$ cat config.mk
export PLATFORM = sky130hd
export DESIGN_NAME = ocfg_channel
export DESIGN_NICKNAME = d
export VERILOG_FILES = /design/src/rtl/ocfg_pkg.sv /design/src/rtl/ocfg_channel.sv /design/src/rtl/ocfg_divider.sv
export VERILOG_INCLUDE_DIRS = /design/src /design/src/rtl
export SDC_FILE = /design/constraint.sdc
export NUM_CORES = 1
export LEC_CHECK = 0
export BUFFER_PORTS_ARGS = -buffer_cell sky130_fd_sc_hd__buf_2
export CORE_UTILIZATION = 63
export CTS_BUF_LIST = sky130_fd_sc_hd__clkbuf_2 sky130_fd_sc_hd__clkbuf_4 sky130_fd_sc_hd__clkbuf_8
export DETAILED_ROUTE_END_ITERATION = 8
export GPL_ROUTABILITY_DRIVEN = 0
export GPL_TIMING_DRIVEN = 1
export PLACE_DENSITY_LB_ADDON = 0.05
export SYNTH_ARGS = -nofsm -noshare
export SYNTH_HDL_FRONTEND = slang
export SYNTH_HIERARCHICAL = 1
export SYNTH_SLANG_ARGS = --single-unit
$ cat constraint.sdc
create_clock -name ref_clk -period 4.75 [get_ports ref_clk]
set_input_delay 0.475 -clock ref_clk [delete_from_list [all_inputs] [get_ports ref_clk]]
set_output_delay 0.475 -clock ref_clk [all_outputs]
set_load 0.1 [all_outputs]
$ cat src/rtl/ocfg_defs.svh
`ifndef OCFG_DEFS_SVH
`define OCFG_DEFS_SVH

// ----------------------------------------------------------------
// register offsets
// ----------------------------------------------------------------
`define OCFG_CTRL_OFFSET 8'h27
`define OCFG_DIV_OFFSET 8'h28

// ----------------------------------------------------------------
// control register field positions (lsb of each 2-bit field)
// ----------------------------------------------------------------
`define OCFG_SRC_LSB 6
`define OCFG_DRV_LSB 4
`define OCFG_MODE1_LSB 2
`define OCFG_MODE2_LSB 0

// ----------------------------------------------------------------
// reset values
// ----------------------------------------------------------------
`define OCFG_SRC_RESET 2'h0
`define OCFG_DRV_RESET 2'h1
`define OCFG_MODE1_RESET 2'h2
`define OCFG_MODE2_RESET 2'h0
`define OCFG_DIV_RESET 8'h02

`endif

$ cat src/rtl/ocfg_pkg.sv
package ocfg_pkg;

    // ----------------------------------------------------------------
    // field encodings
    // ----------------------------------------------------------------
    typedef enum logic [1:0] {
        OCFG_SRC_PLL1 = 2'h0,
        OCFG_SRC_PLL2 = 2'h1,
        OCFG_SRC_REF_PRI = 2'h2,
        OCFG_SRC_REF_SEC = 2'h3
    } ocfg_src_t;

    typedef enum logic [1:0] {
        OCFG_DRV_OFF = 2'h0,
        OCFG_DRV_DIFF = 2'h1,
        OCFG_DRV_HCSL = 2'h2,
        OCFG_DRV_CMOS = 2'h3
    } ocfg_drv_t;

    // single-ended pin behaviour in lvcmos mode
    typedef enum logic [1:0] {
        OCFG_PIN_TRI = 2'h0,
        OCFG_PIN_LOW = 2'h1,
        OCFG_PIN_INV = 2'h2,
        OCFG_PIN_TRUE = 2'h3
    } ocfg_pin_t;

    // ----------------------------------------------------------------
    // state records
    // ----------------------------------------------------------------
    typedef struct packed {
        logic [3:0] sync1;
        logic [3:0] sync2;
        ocfg_src_t src;
        ocfg_drv_t drv;
        logic [1:0] mode1;
        logic [1:0] mode2;
        logic [7:0] div;
        logic [7:0] rdata;
        logic out_p;
        logic oe_p;
        logic out_n;
        logic oe_n;
        logic [1:0] itail;
        logic [1:0] rload;
    } ocfg_state_t;

    typedef struct packed {
        logic [7:0] cnt;
        logic prev;
        logic clk_out;
    } ocfg_div_state_t;

endpackage

$ cat src/rtl/ocfg_channel.sv
// Contract
// RULE1: two-bit field picks pll1, pll2, primary, secondary reference
// RULE2: driver type: off, ac differential, hcsl, lvcmos
// RULE3: mode one: tail current, or lvcmos positive pin
// RULE4: mode two: hcsl load, or lvcmos negative pin
// RULE5: divide ratio is field value plus one
// RULE6: divider acts only on pll sources
// RULE7: reference sources pass through undivided always
//
// Implementation choice: strobed register access.
module ocfg_channel (
    // clock and reset
    input wire logic ref_clk,
    input wire logic reset,
    // register port
    input wire logic [7:0] reg_addr,
    input wire logic [7:0] reg_wdata,
    input wire logic reg_wr,
    input wire logic reg_rd,
    output logic [7:0] reg_rdata,
    // candidate clock sources, asynchronous to ref_clk
    input wire logic pll1_clk,
    input wire logic pll2_clk,
    input wire logic ref_pri_clk,
    input wire logic ref_sec_clk,
    // output driver pins
    output logic out_p,
    output logic out_p_oe,
    output logic out_n,
    output logic out_n_oe,
    // analog driver settings
    output logic [1:0] tail_current_code,
    output logic [1:0] hcsl_load_code
);
    import ocfg_pkg::*;
`include "ocfg_defs.svh"

    ocfg_state_t q;
    ocfg_state_t d;
    logic sel_lvl;
    logic clk_div;
    logic [1:0] pin_p;
    logic [1:0] pin_n;

    // {oe, level} of one lvcmos pin for a mode code
    function automatic logic [1:0] ocfg_cmos_pin(input logic [1:0] code, input logic clk);
        case (ocfg_pin_t'(code))
            OCFG_PIN_TRI: ocfg_cmos_pin = 2'h0;
            OCFG_PIN_LOW: ocfg_cmos_pin = 2'h2;
            OCFG_PIN_INV: ocfg_cmos_pin = {1'b1, ~clk};
            OCFG_PIN_TRUE: ocfg_cmos_pin = {1'b1, clk};
            default: ocfg_cmos_pin = 2'h0;
        endcase
    endfunction

    // ----------------------------------------------------------------
    // source selection and division
    // ----------------------------------------------------------------
    // sources are sampled as levels, so they must stay well below half of ref_clk
    assign sel_lvl = q.sync2[q.src]; // RULE1

    ocfg_divider u_div (
        .ref_clk(ref_clk),
        .reset(reset),
        .src_lvl(sel_lvl),
        .bypass(q.src[1]), // RULE6 RULE7
        .div_value(q.div),
        .clk_div_q(clk_div)
    );

    // ----------------------------------------------------------------
    // next state
    // ----------------------------------------------------------------
    always_comb
    begin
        d = q;
        d.sync1 = {ref_sec_clk, ref_pri_clk, pll2_clk, pll1_clk};
        d.sync2 = q.sync1;

        // register writes
        if (reg_wr && reg_addr == `OCFG_CTRL_OFFSET)
        begin
            d.src = ocfg_src_t'(reg_wdata[`OCFG_SRC_LSB +: 2]); // RULE1
            d.drv = ocfg_drv_t'(reg_wdata[`OCFG_DRV_LSB +: 2]); // RULE2
            d.mode1 = reg_wdata[`OCFG_MODE1_LSB +: 2]; // RULE3
            d.mode2 = reg_wdata[`OCFG_MODE2_LSB +: 2]; // RULE4
        end
        if (reg_wr && reg_addr == `OCFG_DIV_OFFSET)
        begin
            d.div = reg_wdata; // RULE5
        end

        // read data valid only in the cycle after the strobe
        d.rdata = 8'h00;
        if (reg_rd)
        begin
            case (reg_addr)
                `OCFG_CTRL_OFFSET: d.rdata = {q.src, q.drv, q.mode1, q.mode2};
                `OCFG_DIV_OFFSET: d.rdata = q.div;
                default: d.rdata = 8'h00;
            endcase
        end

        // driver
        pin_p = ocfg_cmos_pin(q.mode1, clk_div);
        pin_n = ocfg_cmos_pin(q.mode2, clk_div);
        d.itail = 2'h0;
        d.rload = 2'h0;
        case (q.drv)
            OCFG_DRV_OFF:
            begin
                d.out_p = 1'b0; // RULE2
                d.oe_p = 1'b0;
                d.out_n = 1'b0;
                d.oe_n = 1'b0;
            end
            OCFG_DRV_DIFF:
            begin
                d.out_p = clk_div; // RULE2
                d.oe_p = 1'b1;
                d.out_n = ~clk_div;
                d.oe_n = 1'b1;
                d.itail = q.mode1; // RULE3
            end
            OCFG_DRV_HCSL:
            begin
                // a tristate load code floats the pair
                d.out_p = clk_div; // RULE2
                d.oe_p = (q.mode2 != 2'h0); // RULE4
                d.out_n = ~clk_div;
                d.oe_n = (q.mode2 != 2'h0); // RULE4
                d.itail = q.mode1; // RULE3
                d.rload = q.mode2; // RULE4
            end
            OCFG_DRV_CMOS:
            begin
                {d.oe_p, d.out_p} = pin_p; // RULE3
                {d.oe_n, d.out_n} = pin_n; // RULE4
            end
            default:
            begin
                d.out_p = 1'b0;
                d.oe_p = 1'b0;
                d.out_n = 1'b0;
                d.oe_n = 1'b0;
            end
        endcase
    end

    always_ff @(posedge ref_clk)
    begin
        if (reset)
        begin
            q <= '0;
            q.src <= ocfg_src_t'(`OCFG_SRC_RESET);
            q.drv <= ocfg_drv_t'(`OCFG_DRV_RESET);
            q.mode1 <= `OCFG_MODE1_RESET;
            q.mode2 <= `OCFG_MODE2_RESET;
            q.div <= `OCFG_DIV_RESET;
        end
        else
        begin
            q <= d;
        end
    end

    // ----------------------------------------------------------------
    // outputs
    // ----------------------------------------------------------------
    assign reg_rdata = q.rdata;
    assign out_p = q.out_p;
    assign out_p_oe = q.oe_p;
    assign out_n = q.out_n;
    assign out_n_oe = q.oe_n;
    assign tail_current_code = q.itail;
    assign hcsl_load_code = q.rload;
endmodule

$ cat src/rtl/ocfg_divider.sv
module ocfg_divider (
    // clock and reset
    input wire logic ref_clk,
    input wire logic reset,
    // source and setting
    input wire logic src_lvl,
    input wire logic bypass,
    input wire logic [7:0] div_value,
    // divided level
    output logic clk_div_q
);
    import ocfg_pkg::*;

    ocfg_div_state_t q;
    ocfg_div_state_t d;
    logic rise;
    logic [8:0] half;

    // ----------------------------------------------------------------
    // edge counter
    // ----------------------------------------------------------------
    always_comb
    begin
        d = q;
        d.prev = src_lvl;
        rise = src_lvl & ~q.prev;
        half = ({1'b0, div_value} + 9'h001) >> 1;
        if (bypass || div_value == 8'h00)
        begin
            // references pass undivided; a zero setting is ratio one
            d.cnt = 8'h00; // RULE6 RULE7
            d.clk_out = src_lvl; // RULE6 RULE7
        end
        else
        begin
            // >= rather than == so a shrinking setting cannot strand the count
            if (rise)
            begin
                d.cnt = (q.cnt >= div_value) ? 8'h00 : q.cnt + 8'h01; // RULE5
            end
            d.clk_out = ({1'b0, d.cnt} < half); // RULE5
        end
    end

    always_ff @(posedge ref_clk)
    begin
        if (reset)
        begin
            q <= '0;
        end
        else
        begin
            q <= d;
        end
    end

    assign clk_div_q = q.clk_out;
endmodule

==> metrics.md, run 1 <==
| Metric | Value |
|---|---|
| Buf/Inv on CP | `1` |
| Final setup margin | `roughly 1.5 ns` |
| Post-synthesis average cell area | `around 9.4 µm²` |
| Post-DR wirelength/cell | `14.5 µm` |
| Slew HR | `roughly 57%` |
| Final Cell Area | `just under 0.003 mm²` |
| Period utilisation layout | `approximately 69%` |
| Critical Path Fanout Max | `7` |
| H-tree Lvls | `2` |
| WP data arrival | `roughly 3.6 ns` |
| Post-CTS Resized | `0` |
| Final hold violation count | `0` |
| # rows | `23` |
| TNS Setup | `0 ns` |
| Yosys cell types | `between 40 and 50` |
| Final nets | `roughly 360` |
| Largest net degree at the start of global routing | `between 40 and 50` |
| Dpl cells | `356` |
| Crit path required time | `between 5 and 6 ns` |
| RSZ-0062 raised after global routing | `no` |
| Most common library cell in the layout ignoring fill and taps | `dfxtp_1` |
| Post-layout util | `71.7%` |
| Worst-Skew Late Latency | `0.31 ns` |
| Core ar. | `roughly 0.004 mm²` |
| Clock tree buffer depth | `2` |
| Sequential fraction of the synthesis area | `37.0%` |
| Power consumption | `0.792 mW` |
| Io pins | `40` |
| Hold slack | `~0.37 ns` |
| PortBufs | `39` |
| Fmax achieved | `between 300 and 400 MHz` |
| Layout filler cell count | `approximately 330` |
| Worst vdd ir | `0.000263 V` |
| CP Capture Type | `register` |
| Cell Chain, Critical Path | `inv_1, ha_1, o21a_1, a21oi_1, a211o_2, a21oi_1, nor2_1, ha_1, a211oi_1, nor2_1, or3_4, o32a_1, a21bo_1` |
| Async S/R FF share, synth | `0%` |
| DRT Pass-1 Iters | `4` |
| Area post-placement | `about 0.0028 mm²` |
| Diode count | `0` |
| CP Launch Type | `register` |
| Root Buffer | `clkbuf_8` |
| Mapped cell area | `0.00270 mm²` |
| CTS tree | `done` |
| Hold_buf cts | `0` |
| Total grt overflow | `0` |
| First-iteration detailed-routing DRC count | `~120` |
| Leak Pwr | `between 1 and 1.5 nW` |
| Min-Delay Path Class | `in -> reg` |
| Least-Margin Pin Slew | `around 0.64 ns` |
| Hpwl dp | `a little under 4000 µm` |
| Final setup fails | `0` |
| Yosys reg bits | `50` |
| CP max stage cell | `dfxtp_1` |
| Clk slew on worst S/H paths | `around 0.09 ns` |
| Die H | `67.5 µm` |
| Post-Layout Cell Count | `about 360` |
| Synthesis-to-layout area growth | `7.59%` |
| Via density | `about 5.7` |
| Postcts setup bufs | `0` |
| Gr usage total | `between 20% and 30%` |
| Pre-CTS setup slack | `between 1.5 and 2 ns` |
| DR DRC count | `0` |
| Global-route wire length before repair | `approximately 8400 µm` |
| Drt total wl | `approximately 5300 µm` |
| Slew Limit Fails | `0` |
| Outcome | `finished, final reports clean` |
| Share of layout cells above drive strength 1 | `about 17%` |
| Initial antenna violation count | `0` |
| Die Area | `between 0.004 and 0.005 mm²` |
| EDFF count, synth | `0` |
| Initial Util | `between 60 and 70%` |
| Clock Skew | `roughly 0.0047 ns` |
| Max-Cap Viols | `0` |
| Cell family with most CP delay | `compound AO/OA/AOI/OAI gates` |
| Width of the die | `~68 µm` |
| ANT nets after route | `0` |
| Via count | `roughly 2.1k` |
| Crit Path Class | `reg -> reg` |
| Clock sink count | `50` |
| Vias in the first global route | `1,812` |
| Synth Warn # | `6` |
| Post-synthesis instance total | `between 200 and 300` |
| Net count after synthesis | `~340` |
| Slowest cell delay on critical path | `0.44 ns` |
| Primary FF master, synth | `dfxtp_1` |
| CTS buffer count | `5` |
| Post-layout min period | `between 3 and 4 ns` |
| Power per cell area | `~270 mW/mm²` |
| Most frequent cells in the layout | `dfxtp_1, buf_2, nand2b_1, ha_1, nor2_1` |
==> routing by layer <==
metal | global-route usage, % | vias up | routed length [µm]
li1 | - | 1055 | -
met1 | 33.1 | 945 | 2540
met2 | 39.4 | 50 | 2430
met3 | 5.91 | 9 | 212
met4 | 9.84 | 0 | 105
met5 | 0 | - | 0
==> kinds of logic (layout without fill, tap and decap cells) <==
| group | after synthesis | after routing | synth area share [%] |
|---|---|---|---|
| compound gates | 44 | 44 | 10.9 |
| buf+inv | 36 | 61 | 7.77 |
| simple gates | 110 | 110 | 24.2 |
| fa+ha+maj | 22 | 22 | 10.2 |
| mux | 16 | 16 | 6.39 |
| flops | 50 | 50 | 37.0 |
| xor+xnor | 11 | 11 | 3.56 |
==> worst paths after layout <==
| path | startpoint | end | slack [ns] | cells after the start |
|---|---|---|---|---|
| worst min register to register | d[33] | q[33] | 0.44 | 1 |
| worst max register to register | q[20] | u_div/clk_div_q | 1.46 | 13 |
| worst min-delay path | ref_sec_clk | d[35] | 0.37 | 2 |
| worst max-delay path | q[20] | u_div/clk_div_q | 1.46 | 13 |
==> where the power goes <==
group	total (mW)	leakage (nW)	switching [mW]	internal, mW
logic	0.0797	0.797	0.0514	0.0283
registers	0.435	0.407	0.00631	0.428
clock network	0.277	0.0544	0.144	0.134
==> flip-flops by register name, summed over array words and instances (netlist names) <==
name / cells
q: 20
u_div/q: 9
reg_rdata: 8
d: 4
hcsl_load_code: 2
tail_current_code: 2
out_n: 1
out_n_oe: 1
out_p: 1
out_p_oe: 1
u_div/clk_div_q: 1
==> cells in the mapped netlist, types with 3 or more instances <==
library cell | instances | share of area [%]
a211o_1 | 3 | 0.97
a21oi_1 | 11 | 2.0
xor2_1 | 3 | 0.97
inv_1 | 14 | 1.9
nor2b_1 | 10 | 2.3
nand2b_1 | 22 | 5.1
and3b_1 | 4 | 1.3
dfxtp_1 | 50 | 37
o21ai_0 | 5 | 0.93
a22oi_1 | 8 | 2.2
ha_1 | 22 | 10
nand3_1 | 13 | 2.4
buf_6 | 4 | 1.7
nand4_1 | 3 | 0.69
and3_1 | 5 | 1.2
nor4_1 | 4 | 0.93
clkbuf_1 | 6 | 0.83
xnor2_1 | 8 | 2.6
nor2_1 | 19 | 2.6
nor3_1 | 4 | 0.74
a211oi_1 | 4 | 1.1
buf_4 | 12 | 3.3
nand2_1 | 14 | 1.9
mux2i_1 | 15 | 5.6
==> layout make-up <==
| class | count | area, µm² | area share [%] |
|---|---|---|---|
| multi-input cells | 203 | 1490 | 51.3 |
| flip-flops and latches | 50 | 1000 | 34.4 |
| repair buffers | 39 | 195 | 6.71 |
| clock buffers | 7 | 96.3 | 3.31 |
| well taps | 50 | 62.6 | 2.15 |
| inverters | 14 | 52.6 | 1.81 |
| clock inverters | 1 | 8.76 | 0.301 |
Power figures use the tool's default switching activity.
==> inputs of run 2 (changes only) <==
CORE_UTILIZATION = 53   (was 63)
clock period = 2.7 ns   (was 4.75 ns; I/O delays follow)
==> run 2 against run 1 <==
Net effect:
- the flow now finishes with violations (negative setup slack)
- die area rose by 18%
- clock skew rose by 0.0015 ns
- setup slack worse by 1.5 ns
- routed wire length increased by 4.8%
- sequential power up 75%
- first-iteration DRC count rose by 11%
- global-route usage fell by 3.2 points
- clock power is 53% higher
- final area increased by 9.3%
- fmax rose by 21%
- register-to-register slack got worse by 1.5 ns
- critical path type unchanged
- largest power group unchanged
==> metrics.md, run 2 (synthesis results as in run 1) <==
| Metric | Value |
|---|---|
| Via count | `about 2.1k` |
| Critical Path Fanout Max | `3` |
| Period utilisation layout | `101%` |
| Max FFs per register | `20` |
| Fmax achieved | `between 300 and 400 MHz` |
| Largest net degree at the start of global routing | `46` |
| Crit Path Class | `reg -> reg` |
| Leak Pwr | `1.39 nW` |
| Via density | `approximately 5.2` |
| Final setup margin | `-0.0219 ns` |
| Final hold violation count | `0` |
| Core ar. | `between 0.004 and 0.005 mm²` |
| Initial antenna violation count | `0` |
| Worst vdd ir | `0.000399 V` |
| Drt total wl | `approximately 5500 µm` |
| Clk slew on worst S/H paths | `0.09 ns` |
| Hpwl dp | `about 4300 µm` |
| Global-route wire length before repair | `~8800 µm` |
| Total grt overflow | `0` |
| Clock tree buffer depth | `2` |
| Max-Cap Viols | `0` |
| Post-layout util | `between 60% and 70%` |
| Power per cell area | `~420 mW/mm²` |
| DR DRC count | `0` |
| PortBufs | `39` |
| # rows | `25` |
| Most frequent cells in the layout | `dfxtp_1, buf_2, buf_4, nand2b_1, ha_1` |
| Hold slack | `around 0.17 ns` |
| Least-Margin Pin Slew | `0.555 ns` |
| CP Capture Type | `register` |
| Width of the die | `73.4 µm` |
| Die Area | `around 0.0054 mm²` |
| ANT nets after route | `0` |
| Slew Limit Fails | `0` |
| Diode count | `0` |
| DRT Pass-1 Iters | `4` |
| CTS buffer count | `5` |
| Final nets | `384` |
| CP Launch Type | `register` |
| Die H | `roughly 73 µm` |
| Violated checks | `negative setup slack` |
| Final setup fails | `1` |
| Clock Skew | `0.00629 ns` |
| First-iteration detailed-routing DRC count | `approximately 130` |
| Crit path required time | `around 3.0 ns` |
| CTS tree | `done` |
| Worst-Skew Late Latency | `roughly 0.30 ns` |
| Share of layout cells above drive strength 1 | `roughly 28%` |
| WP data arrival | `just under 3 ns` |
| H-tree Lvls | `2` |
| Min-Delay Path Class | `in -> reg` |
| Gr usage total | `a little over a fifth` |
| Largest Register | `q` |
| Initial Util | `a little under three fifths` |
| Synthesis-to-layout area growth | `17.6%` |
| Io pins | `40` |
| Post-layout min period | `roughly 2.7 ns` |
| Post-DR wirelength/cell | `13.7 µm` |
| Root Buffer | `clkbuf_8` |
| Vias in the first global route | `between 1.5k and 2k` |
| Most common library cell in the layout ignoring fill and taps | `dfxtp_1` |
| Clock sink count | `50` |
| Outcome | `complete, but fails checks` |
| Layout filler cell count | `about 430` |
| RSZ-0062 raised after global routing | `yes` |
| Slew HR | `approximately 63%` |
## run 2: changes by cell type in the layout (fill, tap and decap cells not counted), sizes merged
| cell | before | now |
|---|---|---|
| buf | 39 | 64 |
| clkinv | 1 | 0 |
| clkbuf | 7 | 6 |
| clkinvlp | 0 | 1 |
## run 2: worst paths after layout
kind	startpoint	endpoint	slack, ns	cells after the start
worst max-delay path	q[30]	u_div/clk_div_q	-0.02	12
worst min-delay path	pll2_clk	d[33]	0.17	2
worst max register to register	q[30]	u_div/clk_div_q	-0.02	12
worst min register to register	d[32]	q[32]	0.44	1
## run 2: where the power goes
group          leakage, nW  total (mW)  internal, mW  switching (mW)
Combinational        0.935       0.152        0.0567          0.0950
Clock               0.0407       0.424         0.188           0.236
Sequential           0.409       0.762         0.753         0.00906
Total                 1.39        1.34         0.998           0.340
## run 2: per-stage QoR
step	instance area, µm²	setup TNS (ns)	std cells	setup WS, ns	power, mW
CTS	3120	-0.121	405	-0.121	1.35
floorplan	2730	-0.0319	289	-0.0319	0.886
detailed placement	3020	-0.163	396	-0.163	0.929
global route	3180	-0.129	405	-0.129	1.39
global placement	3020	-0.0868	396	-0.0868	0.928
finish	3180	-0.0219	405	-0.0219	1.34
## run 2: cell type report
class / count / area, µm² / area share [%]
tap: 67 / 83.8 / 2.64
multi-input combinational: 203 / 1570 / 49.4
clock buffer: 6 / 76.3 / 2.40
clock inverter: 1 / 7.51 / 0.236
sequential: 50 / 1010 / 31.7
timing repair buffer: 64 / 383 / 12.0
inverter: 14 / 52.6 / 1.65
## run 2: critical path: stages, from the launching register on
cell      delay (ns)
dfxtp_2         0.34
mux4_2          0.50
nor2b_4         0.15
and4_4          0.15
nand3_2         0.07
xor2_2          0.17
nor2_1          0.07
ha_1            0.30
a211oi_2        0.17
nor2_1          0.07
or3_4           0.33
o32a_1          0.17
a21bo_1         0.17
## run 2: metal layers
layer  global-route usage [%]  up-vias  share of wire (%)
met2                     31.8       40                 41
li1                         -     1099                  -
met3                     4.39        9                3.4
met1                     32.2      967                 54
met4                     7.91        0                1.6
met5                        0        -                  0
## run 2: timing repair
action	4_1_cts	5_1_grt
resized for setup	0	15
hold endpoints to repair	0	0
buffers inserted	2	0
pin swaps	3	5
setup endpoints to repair	1	1
hold buffers	0	0
